### src/asx_pkg.sv
// Package for the subtract, XOR, swap, direction-load and sleep datapath.
// Assumes one 200 MHz clock and an AXI4-Lite register bus with 32-bit data.
package asx_pkg;

  // Register byte addresses
  localparam logic [7:0] ASX_CMD_ADDR    = 8'h00;
  localparam logic [7:0] ASX_W_ADDR      = 8'h04;
  localparam logic [7:0] ASX_STATUS_ADDR = 8'h08;
  localparam logic [7:0] ASX_FSEL_ADDR   = 8'h0C;
  localparam logic [7:0] ASX_FDATA_ADDR  = 8'h10;
  localparam logic [7:0] ASX_DIRA_ADDR   = 8'h14;
  localparam logic [7:0] ASX_DIRB_ADDR   = 8'h18;
  localparam logic [7:0] ASX_DIRC_ADDR   = 8'h1C;
  localparam logic [7:0] ASX_WDOG_ADDR   = 8'h20;

  // Command word fields
  localparam int ASX_CMD_OP_LSB   = 0;
  localparam int ASX_CMD_DEST_BIT = 4;
  localparam int ASX_CMD_F_LSB    = 8;
  localparam int ASX_CMD_LIT_LSB  = 16;

  // Status word fields
  localparam int ASX_ST_C     = 0;
  localparam int ASX_ST_DC    = 1;
  localparam int ASX_ST_Z     = 2;
  localparam int ASX_ST_PD    = 3;
  localparam int ASX_ST_TO    = 4;
  localparam int ASX_ST_SLEEP = 5;
  localparam int ASX_ST_WAKE  = 8;

  // Direction-load operand values
  localparam logic [6:0] ASX_DIR_SEL_A = 7'h05;
  localparam logic [6:0] ASX_DIR_SEL_B = 7'h06;
  localparam logic [6:0] ASX_DIR_SEL_C = 7'h07;

  // Values after reset
  localparam logic [7:0] ASX_DIR_RESET  = 8'hFF;
  localparam logic [7:0] ASX_W_RESET    = 8'h00;
  localparam logic [7:0] ASX_WDOG_RESET = 8'h00;
  localparam logic [7:0] ASX_PRE_RESET  = 8'h00;

  // AXI response codes
  localparam logic [1:0] ASX_RESP_OKAY   = 2'h0;
  localparam logic [1:0] ASX_RESP_SLVERR = 2'h2;

  typedef enum logic [3:0] {
    ASX_OP_NONE                    = 4'h0,
    ASX_OP_FILE_SUBTRACT           = 4'h1,
    ASX_OP_FILE_SUBTRACT_BORROW    = 4'h2,
    ASX_OP_NIBBLE_SWAP             = 4'h3,
    ASX_OP_LITERAL_XOR             = 4'h4,
    ASX_OP_FILE_XOR                = 4'h5,
    ASX_OP_DIRECTION_LOAD          = 4'h6,
    ASX_OP_SLEEP                   = 4'h7
  } asx_op_t;

endpackage : asx_pkg
### src/asx_alu.sv
// Combinational result and flag logic for the datapath operations.
// Assumes the caller registers every output it uses.
`timescale 1ns/1ps
module asx_alu
  import asx_pkg::*;
(
  // Operation and operands
  input  wire asx_op_t    op,
  input  wire logic [7:0] w_val,
  input  wire logic [7:0] f_val,
  input  wire logic [7:0] lit,
  input  wire logic       carry_in,
  // Results
  output logic [7:0] result,
  output logic       carry_out,
  output logic       digit_carry_out,
  output logic       zero_out,
  output logic       upd_carries,
  output logic       upd_zero
);

  logic [8:0] diff;
  logic [4:0] ndiff;
  logic       borrow;

  // Subtract in nine bits so the top bit is the borrow out
  always_comb begin
    borrow = (op == ASX_OP_FILE_SUBTRACT_BORROW) ? ~carry_in : 1'b0;
    diff   = {1'b0, f_val} - {1'b0, w_val} - {8'h00, borrow};
    ndiff  = {1'b0, f_val[3:0]} - {1'b0, w_val[3:0]} - {4'h0, borrow};
  end

  // Result and flag update per operation
  always_comb begin
    result      = 8'h00;
    upd_carries = 1'b0;
    upd_zero    = 1'b0;
    case (op)
      ASX_OP_FILE_SUBTRACT, ASX_OP_FILE_SUBTRACT_BORROW: begin
        result      = diff[7:0];
        upd_carries = 1'b1;
        upd_zero    = 1'b1;
      end
      ASX_OP_NIBBLE_SWAP: result = {f_val[3:0], f_val[7:4]};
      ASX_OP_LITERAL_XOR: begin
        result   = w_val ^ lit;
        upd_zero = 1'b1;
      end
      ASX_OP_FILE_XOR: begin
        result   = w_val ^ f_val;
        upd_zero = 1'b1;
      end
      default: result = 8'h00;
    endcase
  end

  // Carry is set unless a borrow was needed
  assign carry_out       = ~diff[8];
  assign digit_carry_out = ~ndiff[4];
  assign zero_out        = (result == 8'h00);

endmodule : asx_alu

### src/asx_core.sv
// Datapath for subtract, subtract with borrow, nibble swap, XOR, direction load
// and sleep, driven by software over AXI4-Lite.
// Assumes a single clock, synchronous active-high reset, one access of each kind
// outstanding at a time.
//
// Design decisions made here: the register offsets and the AXI4-Lite register port.
`timescale 1ns/1ps
// Contract
// - Sleep clears the power-down flag
// - Sleep sets the time-out flag
// - Sleep zeroes watchdog counter and prescaler
// - After sleep, execution halts until wake
// - File subtract computes f minus W
// - Carry and digit carry mean no borrow
// - Borrow subtract also removes inverted carry
// - Destination bit picks W or file
// - Nibble swap exchanges halves, flags untouched
// - Literal XOR into W, zero flag only
// - File XOR to destination, zero only
// - Direction load copies W for 5,6,7
module asx_core
  import asx_pkg::*;
(
  // Clock and reset
  input  wire logic        clk,
  input  wire logic        rst,
  // AXI4-Lite write address and data
  input  wire logic [7:0]  s_axi_awaddr,
  input  wire logic        s_axi_awvalid,
  output logic             s_axi_awready,
  input  wire logic [31:0] s_axi_wdata,
  input  wire logic [3:0]  s_axi_wstrb,
  input  wire logic        s_axi_wvalid,
  output logic             s_axi_wready,
  // AXI4-Lite write response
  output logic [1:0]       s_axi_bresp,
  output logic             s_axi_bvalid,
  input  wire logic        s_axi_bready,
  // AXI4-Lite read
  input  wire logic [7:0]  s_axi_araddr,
  input  wire logic        s_axi_arvalid,
  output logic             s_axi_arready,
  output logic [31:0]      s_axi_rdata,
  output logic [1:0]       s_axi_rresp,
  output logic             s_axi_rvalid,
  input  wire logic        s_axi_rready,
  // Port direction and core state
  output logic [7:0]       port_a_direction,
  output logic [7:0]       port_b_direction,
  output logic [7:0]       port_c_direction,
  output logic             sleep_mode,
  output logic             power_down_flag,
  output logic             timeout_flag
);

  // Held write channels
  logic [7:0]  aw_addr;
  logic [31:0] w_data;
  logic [3:0]  w_strb;
  // Core state
  logic [7:0]  w_reg;
  logic        carry_flag;
  logic        digit_carry_flag;
  logic        zero_flag;
  logic [31:0] cmd_reg;
  logic [6:0]  file_sel;
  logic [7:0]  file_mem [128];
  logic [7:0]  watchdog_counter;
  logic [7:0]  watchdog_prescaler;
  // Decode
  logic        do_write;
  logic [31:0] next_cmd;
  asx_op_t     cmd_op;
  logic        cmd_dest;
  logic [6:0]  cmd_f;
  logic [7:0]  cmd_lit;
  logic        exec;
  logic [7:0]  alu_result;
  logic        alu_c;
  logic        alu_dc;
  logic        alu_z;
  logic        alu_upd_c;
  logic        alu_upd_z;
  logic        file_op;
  logic        to_file;
  logic        to_w;
  logic        wake;
  logic        sleep_exec;

  // Merge a write into a word under its byte strobes
  function automatic logic [31:0] merge(input logic [31:0] old, input logic [31:0] nw,
                                         input logic [3:0] strb);
    logic [31:0] r;
    r = old;
    for (int i = 0; i < 4; i++) begin
      if (strb[i]) r[8*i +: 8] = nw[8*i +: 8];
    end
    return r;
  endfunction : merge

  // Whether an address is one of ours
  function automatic logic mapped(input logic [7:0] a);
    return (a <= ASX_WDOG_ADDR) && (a[1:0] == 2'b00);
  endfunction : mapped

  // Both write channels held and no response pending
  assign do_write = ~s_axi_awready & ~s_axi_wready & ~s_axi_bvalid;
  assign next_cmd = merge(cmd_reg, w_data, w_strb);
  assign cmd_op   = asx_op_t'(next_cmd[ASX_CMD_OP_LSB +: 4]);
  assign cmd_dest = next_cmd[ASX_CMD_DEST_BIT];
  assign cmd_f    = next_cmd[ASX_CMD_F_LSB +: 7];
  assign cmd_lit  = next_cmd[ASX_CMD_LIT_LSB +: 8];
  // Commands written while asleep are stored but not run
  assign exec     = do_write & (aw_addr == ASX_CMD_ADDR) & ~sleep_mode;
  assign file_op  = (cmd_op == ASX_OP_FILE_SUBTRACT) | (cmd_op == ASX_OP_FILE_SUBTRACT_BORROW)
                  | (cmd_op == ASX_OP_NIBBLE_SWAP) | (cmd_op == ASX_OP_FILE_XOR);
  assign to_file  = exec & file_op & cmd_dest;
  assign to_w     = exec & ((file_op & ~cmd_dest) | (cmd_op == ASX_OP_LITERAL_XOR));
  assign wake     = do_write & (aw_addr == ASX_STATUS_ADDR) & w_strb[1]
                  & w_data[ASX_ST_WAKE];
  // Sleep runs like any other command, so it is also refused while asleep
  assign sleep_exec = exec & (cmd_op == ASX_OP_SLEEP);

  asx_alu u_alu (
    .op              (cmd_op),
    .w_val           (w_reg),
    .f_val           (file_mem[cmd_f]),
    .lit             (cmd_lit),
    .carry_in        (carry_flag),
    .result          (alu_result),
    .carry_out       (alu_c),
    .digit_carry_out (alu_dc),
    .zero_out        (alu_z),
    .upd_carries     (alu_upd_c),
    .upd_zero        (alu_upd_z)
  );

  // Write address and data channels, taken in either order
  always_ff @(posedge clk) begin
    if (rst) begin
      s_axi_awready <= 1'b1;
      s_axi_wready  <= 1'b1;
      aw_addr       <= 8'h00;
      w_data        <= 32'h0000_0000;
      w_strb        <= 4'h0;
    end else begin
      if (s_axi_awvalid && s_axi_awready) begin
        s_axi_awready <= 1'b0;
        aw_addr       <= s_axi_awaddr;
      end
      if (s_axi_wvalid && s_axi_wready) begin
        s_axi_wready <= 1'b0;
        w_data       <= s_axi_wdata;
        w_strb       <= s_axi_wstrb;
      end
      // Reopen only after the response is taken: one write at a time
      if (s_axi_bvalid && s_axi_bready) begin
        s_axi_awready <= 1'b1;
        s_axi_wready  <= 1'b1;
      end
    end
  end

  // Write response
  always_ff @(posedge clk) begin
    if (rst) begin
      s_axi_bvalid <= 1'b0;
      s_axi_bresp  <= ASX_RESP_OKAY;
    end else if (do_write) begin
      s_axi_bvalid <= 1'b1;
      // Unmapped or unaligned places answer an error and change nothing
      s_axi_bresp  <= mapped(aw_addr) ? ASX_RESP_OKAY : ASX_RESP_SLVERR;
    end else if (s_axi_bready) begin
      s_axi_bvalid <= 1'b0;
    end
  end

  // Command word and file select
  always_ff @(posedge clk) begin
    if (rst) begin
      cmd_reg  <= 32'h0000_0000;
      file_sel <= 7'h00;
    end else if (do_write) begin
      if (aw_addr == ASX_CMD_ADDR) cmd_reg <= next_cmd;
      if (aw_addr == ASX_FSEL_ADDR && w_strb[0]) file_sel <= w_data[6:0];
    end
  end

  // File memory has no reset; software initialises what it uses
  always_ff @(posedge clk) begin
    if (to_file) begin
      file_mem[cmd_f] <= alu_result;
    end else if (do_write && aw_addr == ASX_FDATA_ADDR && w_strb[0]) begin
      file_mem[file_sel] <= w_data[7:0];
    end
  end

  // Working register
  always_ff @(posedge clk) begin
    if (rst) begin
      w_reg <= ASX_W_RESET;
    end else if (to_w) begin
      w_reg <= alu_result;
    end else if (do_write && aw_addr == ASX_W_ADDR && w_strb[0]) begin
      w_reg <= w_data[7:0];
    end
  end

  // Arithmetic flags; an executing operation wins over a software write
  // Swap and direction load leave every flag alone
  always_ff @(posedge clk) begin
    if (rst) begin
      carry_flag       <= 1'b0;
      digit_carry_flag <= 1'b0;
      zero_flag        <= 1'b0;
    end else if (exec && (alu_upd_c || alu_upd_z)) begin
      if (alu_upd_c) begin
        carry_flag       <= alu_c;
        digit_carry_flag <= alu_dc;
      end
      zero_flag <= alu_z;
    end else if (do_write && aw_addr == ASX_STATUS_ADDR && w_strb[0]) begin
      carry_flag       <= w_data[ASX_ST_C];
      digit_carry_flag <= w_data[ASX_ST_DC];
      zero_flag        <= w_data[ASX_ST_Z];
    end
  end

  // Sleep state and power status; both flags read one after power-up
  // Sleep and wake come from different registers, so they never meet
  always_ff @(posedge clk) begin
    if (rst) begin
      sleep_mode      <= 1'b0;
      power_down_flag <= 1'b1;
      timeout_flag    <= 1'b1;
    end else if (sleep_exec) begin
      sleep_mode      <= 1'b1;
      power_down_flag <= 1'b0;
      timeout_flag    <= 1'b1;
    end else if (wake) begin
      sleep_mode <= 1'b0;
    end
  end

  // Watchdog counts prescaler overflows; sleep restarts both from zero
  always_ff @(posedge clk) begin
    if (rst || sleep_exec) begin
      watchdog_counter   <= ASX_WDOG_RESET;
      watchdog_prescaler <= ASX_PRE_RESET;
    end else begin
      // Eight-bit prescaler: one counter step every 256 clocks
      watchdog_prescaler <= watchdog_prescaler + 8'h01;
      if (watchdog_prescaler == 8'hFF) watchdog_counter <= watchdog_counter + 8'h01;
    end
  end

  // Port direction registers; other operand values are ignored
  always_ff @(posedge clk) begin
    if (rst) begin
      port_a_direction <= ASX_DIR_RESET;
      port_b_direction <= ASX_DIR_RESET;
      port_c_direction <= ASX_DIR_RESET;
    end else if (exec && cmd_op == ASX_OP_DIRECTION_LOAD) begin
      if (cmd_f == ASX_DIR_SEL_A) port_a_direction <= w_reg;
      if (cmd_f == ASX_DIR_SEL_B) port_b_direction <= w_reg;
      if (cmd_f == ASX_DIR_SEL_C) port_c_direction <= w_reg;
    end
  end

  // Read channel, answered one cycle after the address is taken
  always_ff @(posedge clk) begin
    if (rst) begin
      s_axi_arready <= 1'b1;
      s_axi_rvalid  <= 1'b0;
      s_axi_rdata   <= 32'h0000_0000;
      s_axi_rresp   <= ASX_RESP_OKAY;
    end else if (s_axi_arvalid && s_axi_arready) begin
      s_axi_arready <= 1'b0;
      s_axi_rvalid  <= 1'b1;
      s_axi_rresp   <= mapped(s_axi_araddr) ? ASX_RESP_OKAY : ASX_RESP_SLVERR;
      // Data is captured with the address and stands until rready
      case (s_axi_araddr)
        ASX_CMD_ADDR:    s_axi_rdata <= cmd_reg;
        ASX_W_ADDR:      s_axi_rdata <= {24'h000000, w_reg};
        ASX_STATUS_ADDR: s_axi_rdata <= {26'h0000000, sleep_mode, timeout_flag,
                                         power_down_flag, zero_flag, digit_carry_flag,
                                         carry_flag};
        ASX_FSEL_ADDR:   s_axi_rdata <= {25'h0000000, file_sel};
        ASX_FDATA_ADDR:  s_axi_rdata <= {24'h000000, file_mem[file_sel]};
        ASX_DIRA_ADDR:   s_axi_rdata <= {24'h000000, port_a_direction};
        ASX_DIRB_ADDR:   s_axi_rdata <= {24'h000000, port_b_direction};
        ASX_DIRC_ADDR:   s_axi_rdata <= {24'h000000, port_c_direction};
        ASX_WDOG_ADDR:   s_axi_rdata <= {24'h000000, watchdog_counter};
        default:         s_axi_rdata <= 32'h0000_0000;
      endcase
    end else if (s_axi_rvalid && s_axi_rready) begin
      s_axi_rvalid  <= 1'b0;
      s_axi_arready <= 1'b1;
    end
  end

endmodule : asx_core

### config.mk
export PLATFORM = sky130hd
export DESIGN_NAME = asx_core
export DESIGN_NICKNAME = d
export VERILOG_FILES = /design/src/asx_pkg.sv /design/src/asx_alu.sv /design/src/asx_core.sv
export SDC_FILE = /design/constraint.sdc
export NUM_CORES = 2
export LEC_CHECK = 0
export ABC_CLOCK_PERIOD_IN_PS = 8060
export BUFFER_PORTS_ARGS = -buffer_cell sky130_fd_sc_hd__buf_2
export CELL_PAD_IN_SITES_DETAIL_PLACEMENT = 1
export CELL_PAD_IN_SITES_GLOBAL_PLACEMENT = 2
export CORE_ASPECT_RATIO = 1.5
export CORE_MARGIN = 1.5
export CORE_UTILIZATION = 30
export DETAILED_ROUTE_END_ITERATION = 10
export GPL_TIMING_DRIVEN = 1
export HOLD_SLACK_MARGIN = 0.05
export PLACE_DENSITY = 0.6
export REMOVE_ABC_BUFFERS = 1
export SYNTH_ARGS = -nofsm -noshare
export SYNTH_HDL_FRONTEND = slang
export SYNTH_SLANG_ARGS = --single-unit
export TNS_END_PERCENT = 1
### constraint.sdc
create_clock -name clk -period 8.06 [get_ports clk]
set_input_delay 0.403 -clock clk [delete_from_list [all_inputs] [get_ports clk]]
set_output_delay 0.403 -clock clk [all_outputs]
set_load 0.1 [all_outputs]
==> results.md <==
- The library cells used most frequently in the layout, excluding fill and tap cells, are 1024 x sky130_fd_sc_hd__edfxtp_1, 442 x sky130_fd_sc_hd__nand2_1, 387 x sky130_fd_sc_hd__mux4_2.
- The total I/O pin count is between 100 and 150.
- The number of slew-limit violations in the final report is 0.
- For this run, the leading register cell type out of synthesis is sky130_fd_sc_hd__edfxtp_1.
- The peak supply drop is around 0.00017 V.
- During synthesis, Yosys emitted a total of 0 warnings.
- The sort of element at the end of the critical path is a flop.
- The final setup violation count is 0.
- Measured against its own limit, the worst slew margin works out to 0.151.
- The register with the most flip-flops in the layout has between 1000 and 1500 of them.
- In the post-synthesis netlist, the biggest area contributors are sky130_fd_sc_hd__edfxtp_1 52%, sky130_fd_sc_hd__mux4_2 15%, sky130_fd_sc_hd__dfxtp_1 6.2%, sky130_fd_sc_hd__nand2_1 2.8%, sky130_fd_sc_hd__a21oi_1 2.7%.
- The total detailed-routing wirelength is 293000 µm.
- The analysis attributes to cell leakage a power of ~22 nW.
- TritonCTS built the clock tree.
- The initial antenna violation count came to 12.
- The final estimated routing congestion in global placement is 0.962.
- Summing all multi-input logic gate instances after layout gives between 20000 and 25000 µm².
- In this run, distinct cell masters in the synthesized netlist total between 90 and 100.
- The layout has approximately 21000 filler cells.
- The max-cap check violation count is 0.
- The number of DRC violations after detailed-routing iteration 0 is ~4900.
- The flow ran to the end, and the final reports show no timing, DRC or antenna violations.
- For met1 alone, demand over resource in global routing was 0.316.
- The number of nets at the end of the flow is around 4700.
- The global-route wire length before repair is 396000 µm.
- The routed layout has between 40000 and 50000 vias.
- The number of buffers added for setup after CTS is 0.
- For this run, global-route usage on met2 was measured as 0.488.
- Gates resized during post-CTS repair numbered 0.
- The number of nets still failing antenna checks after routing is 0.
- For this run, design rule violations remaining after detail routing come to 0.
- For this run, asynchronously set or reset flops after synthesis account for 0.
- The maximum achievable frequency is around 140 MHz.
- Synthesis produced roughly 4400 cells.
- For this design the ratio of total power to cell area is between 200 and 250 nW/µm².
- The die covers 199000 µm².
- Of the cells placed in the final design, the portion with a size suffix greater than 1 is 0.229.
- The total overflow left after global routing is 0.
- The die boundary height is around 550 µm.
- Entering global routing, the biggest net connects a little under 100 pins.
- In the routed layout, each cell is associated on average with a via count of 6.10.
- The minimum clock period after layout is between 7 and 8 ns.
- The floorplan core area is between 150000 and 200000 µm².
- The biggest area consumer among synthesized cells is sky130_fd_sc_hd__edfxtp_1.
- The first detailed-routing pass took 6 iterations.
- Averaged over all synthesized cells, the footprint is roughly 13 µm².
- The met3 usage in global routing is 0.0482.
- The TritonCTS buffer count is between 100 and 150.
- The classification of the worst setup path is flop to flop.
- Along the worst path, the maximum fanout reaches between 40 and 50.
- The stage delay of the slowest cell on the critical path is ~0.94 ns.
- In the finished design, the share of the clock period the worst path needs comes to 0.917.
- The family with the most delay on the worst path is compound AO/OA/AOI/OAI gates.
- The buffer cell driving the clock tree root is sky130_fd_sc_hd__clkbuf_16.
- The most heavily used metal layer in global routing is met2.
- Of the synthesized area, sequential elements account for 0.583.
- For this run, the total global-route usage over all layers was measured as 0.289.
- For this configuration, the core starts out at a cell density of 0.302.
- At the end of the flow the core is filled with cells to 0.351.
- On the critical path, the stage with the largest delay is an instance of sky130_fd_sc_hd__o22ai_1.
- In this run the cell area of the synthesized design comes to ~59000 µm².
- The worst path meets setup with 0.672 ns of slack.
- For the worst setup path, the data arrival time is slightly below 8 ns.
- The most flop-heavy register is file_mem.
- The post-synthesis sequential element count is between 1000 and 1500.
- Setup repair after global routing left no endpoint under its margin.
- The via count of the first global-routing pass is approximately 46000.
- The mean routed wirelength per cell is about 40 µm.
- The final count of hold timing violations is 0.
- The type of element launching the critical path is a flop.
- Traced cell by cell, the critical path runs through mux2_2, nor2_4, nand2_1, buf_4, o22ai_1, o41ai_1, mux2i_1, buf_4, o22ai_1, ha_1, inv_1, ha_1, o21ai_0, nand2b_1, inv_1, or4_1, a31oi_1, a211oi_2, a21oi_4, buf_12.
- The number of buffers on the longest clock path is 3.
- Prior to clock tree synthesis, the placed netlist has a worst setup slack of roughly 0.96 ns.
- The number of buffers and inverters on the critical path is 5.
- The type of the most critical hold path is primary input to flop.
- The most common cell after layout, fill and taps aside is sky130_fd_sc_hd__edfxtp_1.
- The data required time at the worst endpoint is 8.64 ns.
- Of the post-synthesis cell area, the dominant cell type holds 0.521.
- From synthesis to final layout, the design area changed by 16.5%.
- For the worst-skew pair, the clock arrives at the later sink with an insertion delay of between 0.7 and 0.8 ns.
- The total negative setup slack is 0 ns.
- The post-route clock skew is 0.0394 ns.
- The worst hold slack after final layout is between 0.1 and 0.15 ns.
- The number of synthesized flops with an enable pin is 1024.
- The row count is between 150 and 200.
- The slew of the pin with the lowest slew margin is approximately 1.3 ns.
- The combined flip-flop and latch cell area is between 30000 and 40000 µm².
- The number of H-tree levels is 3.
- The clock edge transition at the registers on the reported setup and hold paths is approximately 0.070 ns.
- The number of I/O port buffers is 123.
- After layout, the design draws a total of 14.1 mW.
- The die is around 370 µm wide.
- Detailed placement ended at an HPWL of 203000 µm.
- The number of sinks driven by the clock tree is approximately 1200.
per-layer routing:
metal  up-vias  part of all wire
li1      18114                 -
met1     23634              0.34
met2      2414              0.49
met3       834             0.069
met4         8              0.10
met5         -           0.00018
final timing paths:
| path | from | end | slack (ns) | depth (start not counted) |
|---|---|---|---|---|
| max | w_strb[1] | file_mem[47][7] | 0.67 | 20 |
| min | s_axi_wdata[9] | w_data[9] | 0.14 | 3 |
| max reg2reg | w_strb[1] | file_mem[47][7] | 0.67 | 20 |
| min reg2reg | w_data[15] | w_data[15] | 0.46 | 2 |
worst min-delay path: stages:
cell                      delay [ns]
sky130_fd_sc_hd__buf_2          0.10
sky130_fd_sc_hd__nand2_1        0.09
sky130_fd_sc_hd__a21oi_1        0.21
synthesized netlist by cell type (13+ instances only):
library cell               number
sky130_fd_sc_hd__xnor2_1       18
sky130_fd_sc_hd__mux2i_1       87
sky130_fd_sc_hd__dfxtp_1      182
sky130_fd_sc_hd__xor2_1        13
sky130_fd_sc_hd__ha_1          14
sky130_fd_sc_hd__mux4_2       387
sky130_fd_sc_hd__nand4_1       20
sky130_fd_sc_hd__o31ai_1       13
sky130_fd_sc_hd__mux2_2        28
sky130_fd_sc_hd__o211ai_1      29
sky130_fd_sc_hd__nand2_1      443
sky130_fd_sc_hd__a21oi_1      317
sky130_fd_sc_hd__o22ai_1      113
sky130_fd_sc_hd__a211oi_1     178
sky130_fd_sc_hd__a31oi_1       45
sky130_fd_sc_hd__nor2b_1       16
sky130_fd_sc_hd__a22oi_1       91
sky130_fd_sc_hd__nand2b_1      18
sky130_fd_sc_hd__a311oi_1      16
sky130_fd_sc_hd__inv_1         76
sky130_fd_sc_hd__nor3_1        40
sky130_fd_sc_hd__buf_4         14
sky130_fd_sc_hd__o21ai_1       28
sky130_fd_sc_hd__a221oi_1      21
sky130_fd_sc_hd__clkbuf_1     186
sky130_fd_sc_hd__nand3_1      154
sky130_fd_sc_hd__buf_2        102
sky130_fd_sc_hd__nor2_1       337
sky130_fd_sc_hd__buf_1         59
sky130_fd_sc_hd__o21ai_0      127
sky130_fd_sc_hd__edfxtp_1    1024
sky130_fd_sc_hd__and3_1        15
sky130_fd_sc_hd__o221ai_1      29
per-stage QoR:
stage / cell area (µm²) / instances
finish: 68800 / 7382
global route: 68800 / 7378
CTS: 68800 / 7377
detailed placement: 64200 / 7095
global placement: 64200 / 7094
floorplan: 57300 / 4069
area by class of cell:
| type | instances | share of cell area |
|---|---|---|
| clock buffers | 141 | 0.0454 |
| inverters | 78 | 0.00428 |
| clock inverters | 84 | 0.0126 |
| diodes | 5 | 0.000182 |
| well taps | 2613 | 0.0475 |
| repair buffers | 470 | 0.0551 |
| flip-flops and latches | 1206 | 0.501 |
| multi-input cells | 2785 | 0.334 |
power breakdown:
part	leakage, nW	switching (mW)	internal (mW)
Sequential	10.9	0.0529	6.82
Combinational	8.79	0.978	0.379
Clock	1.94	2.59	3.30
Total	21.7	3.62	10.5
what timing repair did:
item                       4_1_cts  5_1_grt
setup endpoints to repair        0        0
hold buffers                    57        0
hold endpoints to repair        49        0
kinds of logic (layout without fill, tap and decap cells):
logic type / after synthesis / after routing / synth area share
AND/OR/NAND/NOR: 1094 / 1094 / 0.0799
buffers and inverters: 454 / 773 / 0.0342
other: 2 / 8 / 0.000127
XOR/XNOR: 31 / 31 / 0.00460
flip-flops: 1206 / 1206 / 0.583
AO/OA/AOI/OAI: 1135 / 1135 / 0.126
adder cells (fa/ha/maj): 16 / 16 / 0.00365
multiplexers: 506 / 506 / 0.169
Power figures use the tool's default switching activity.
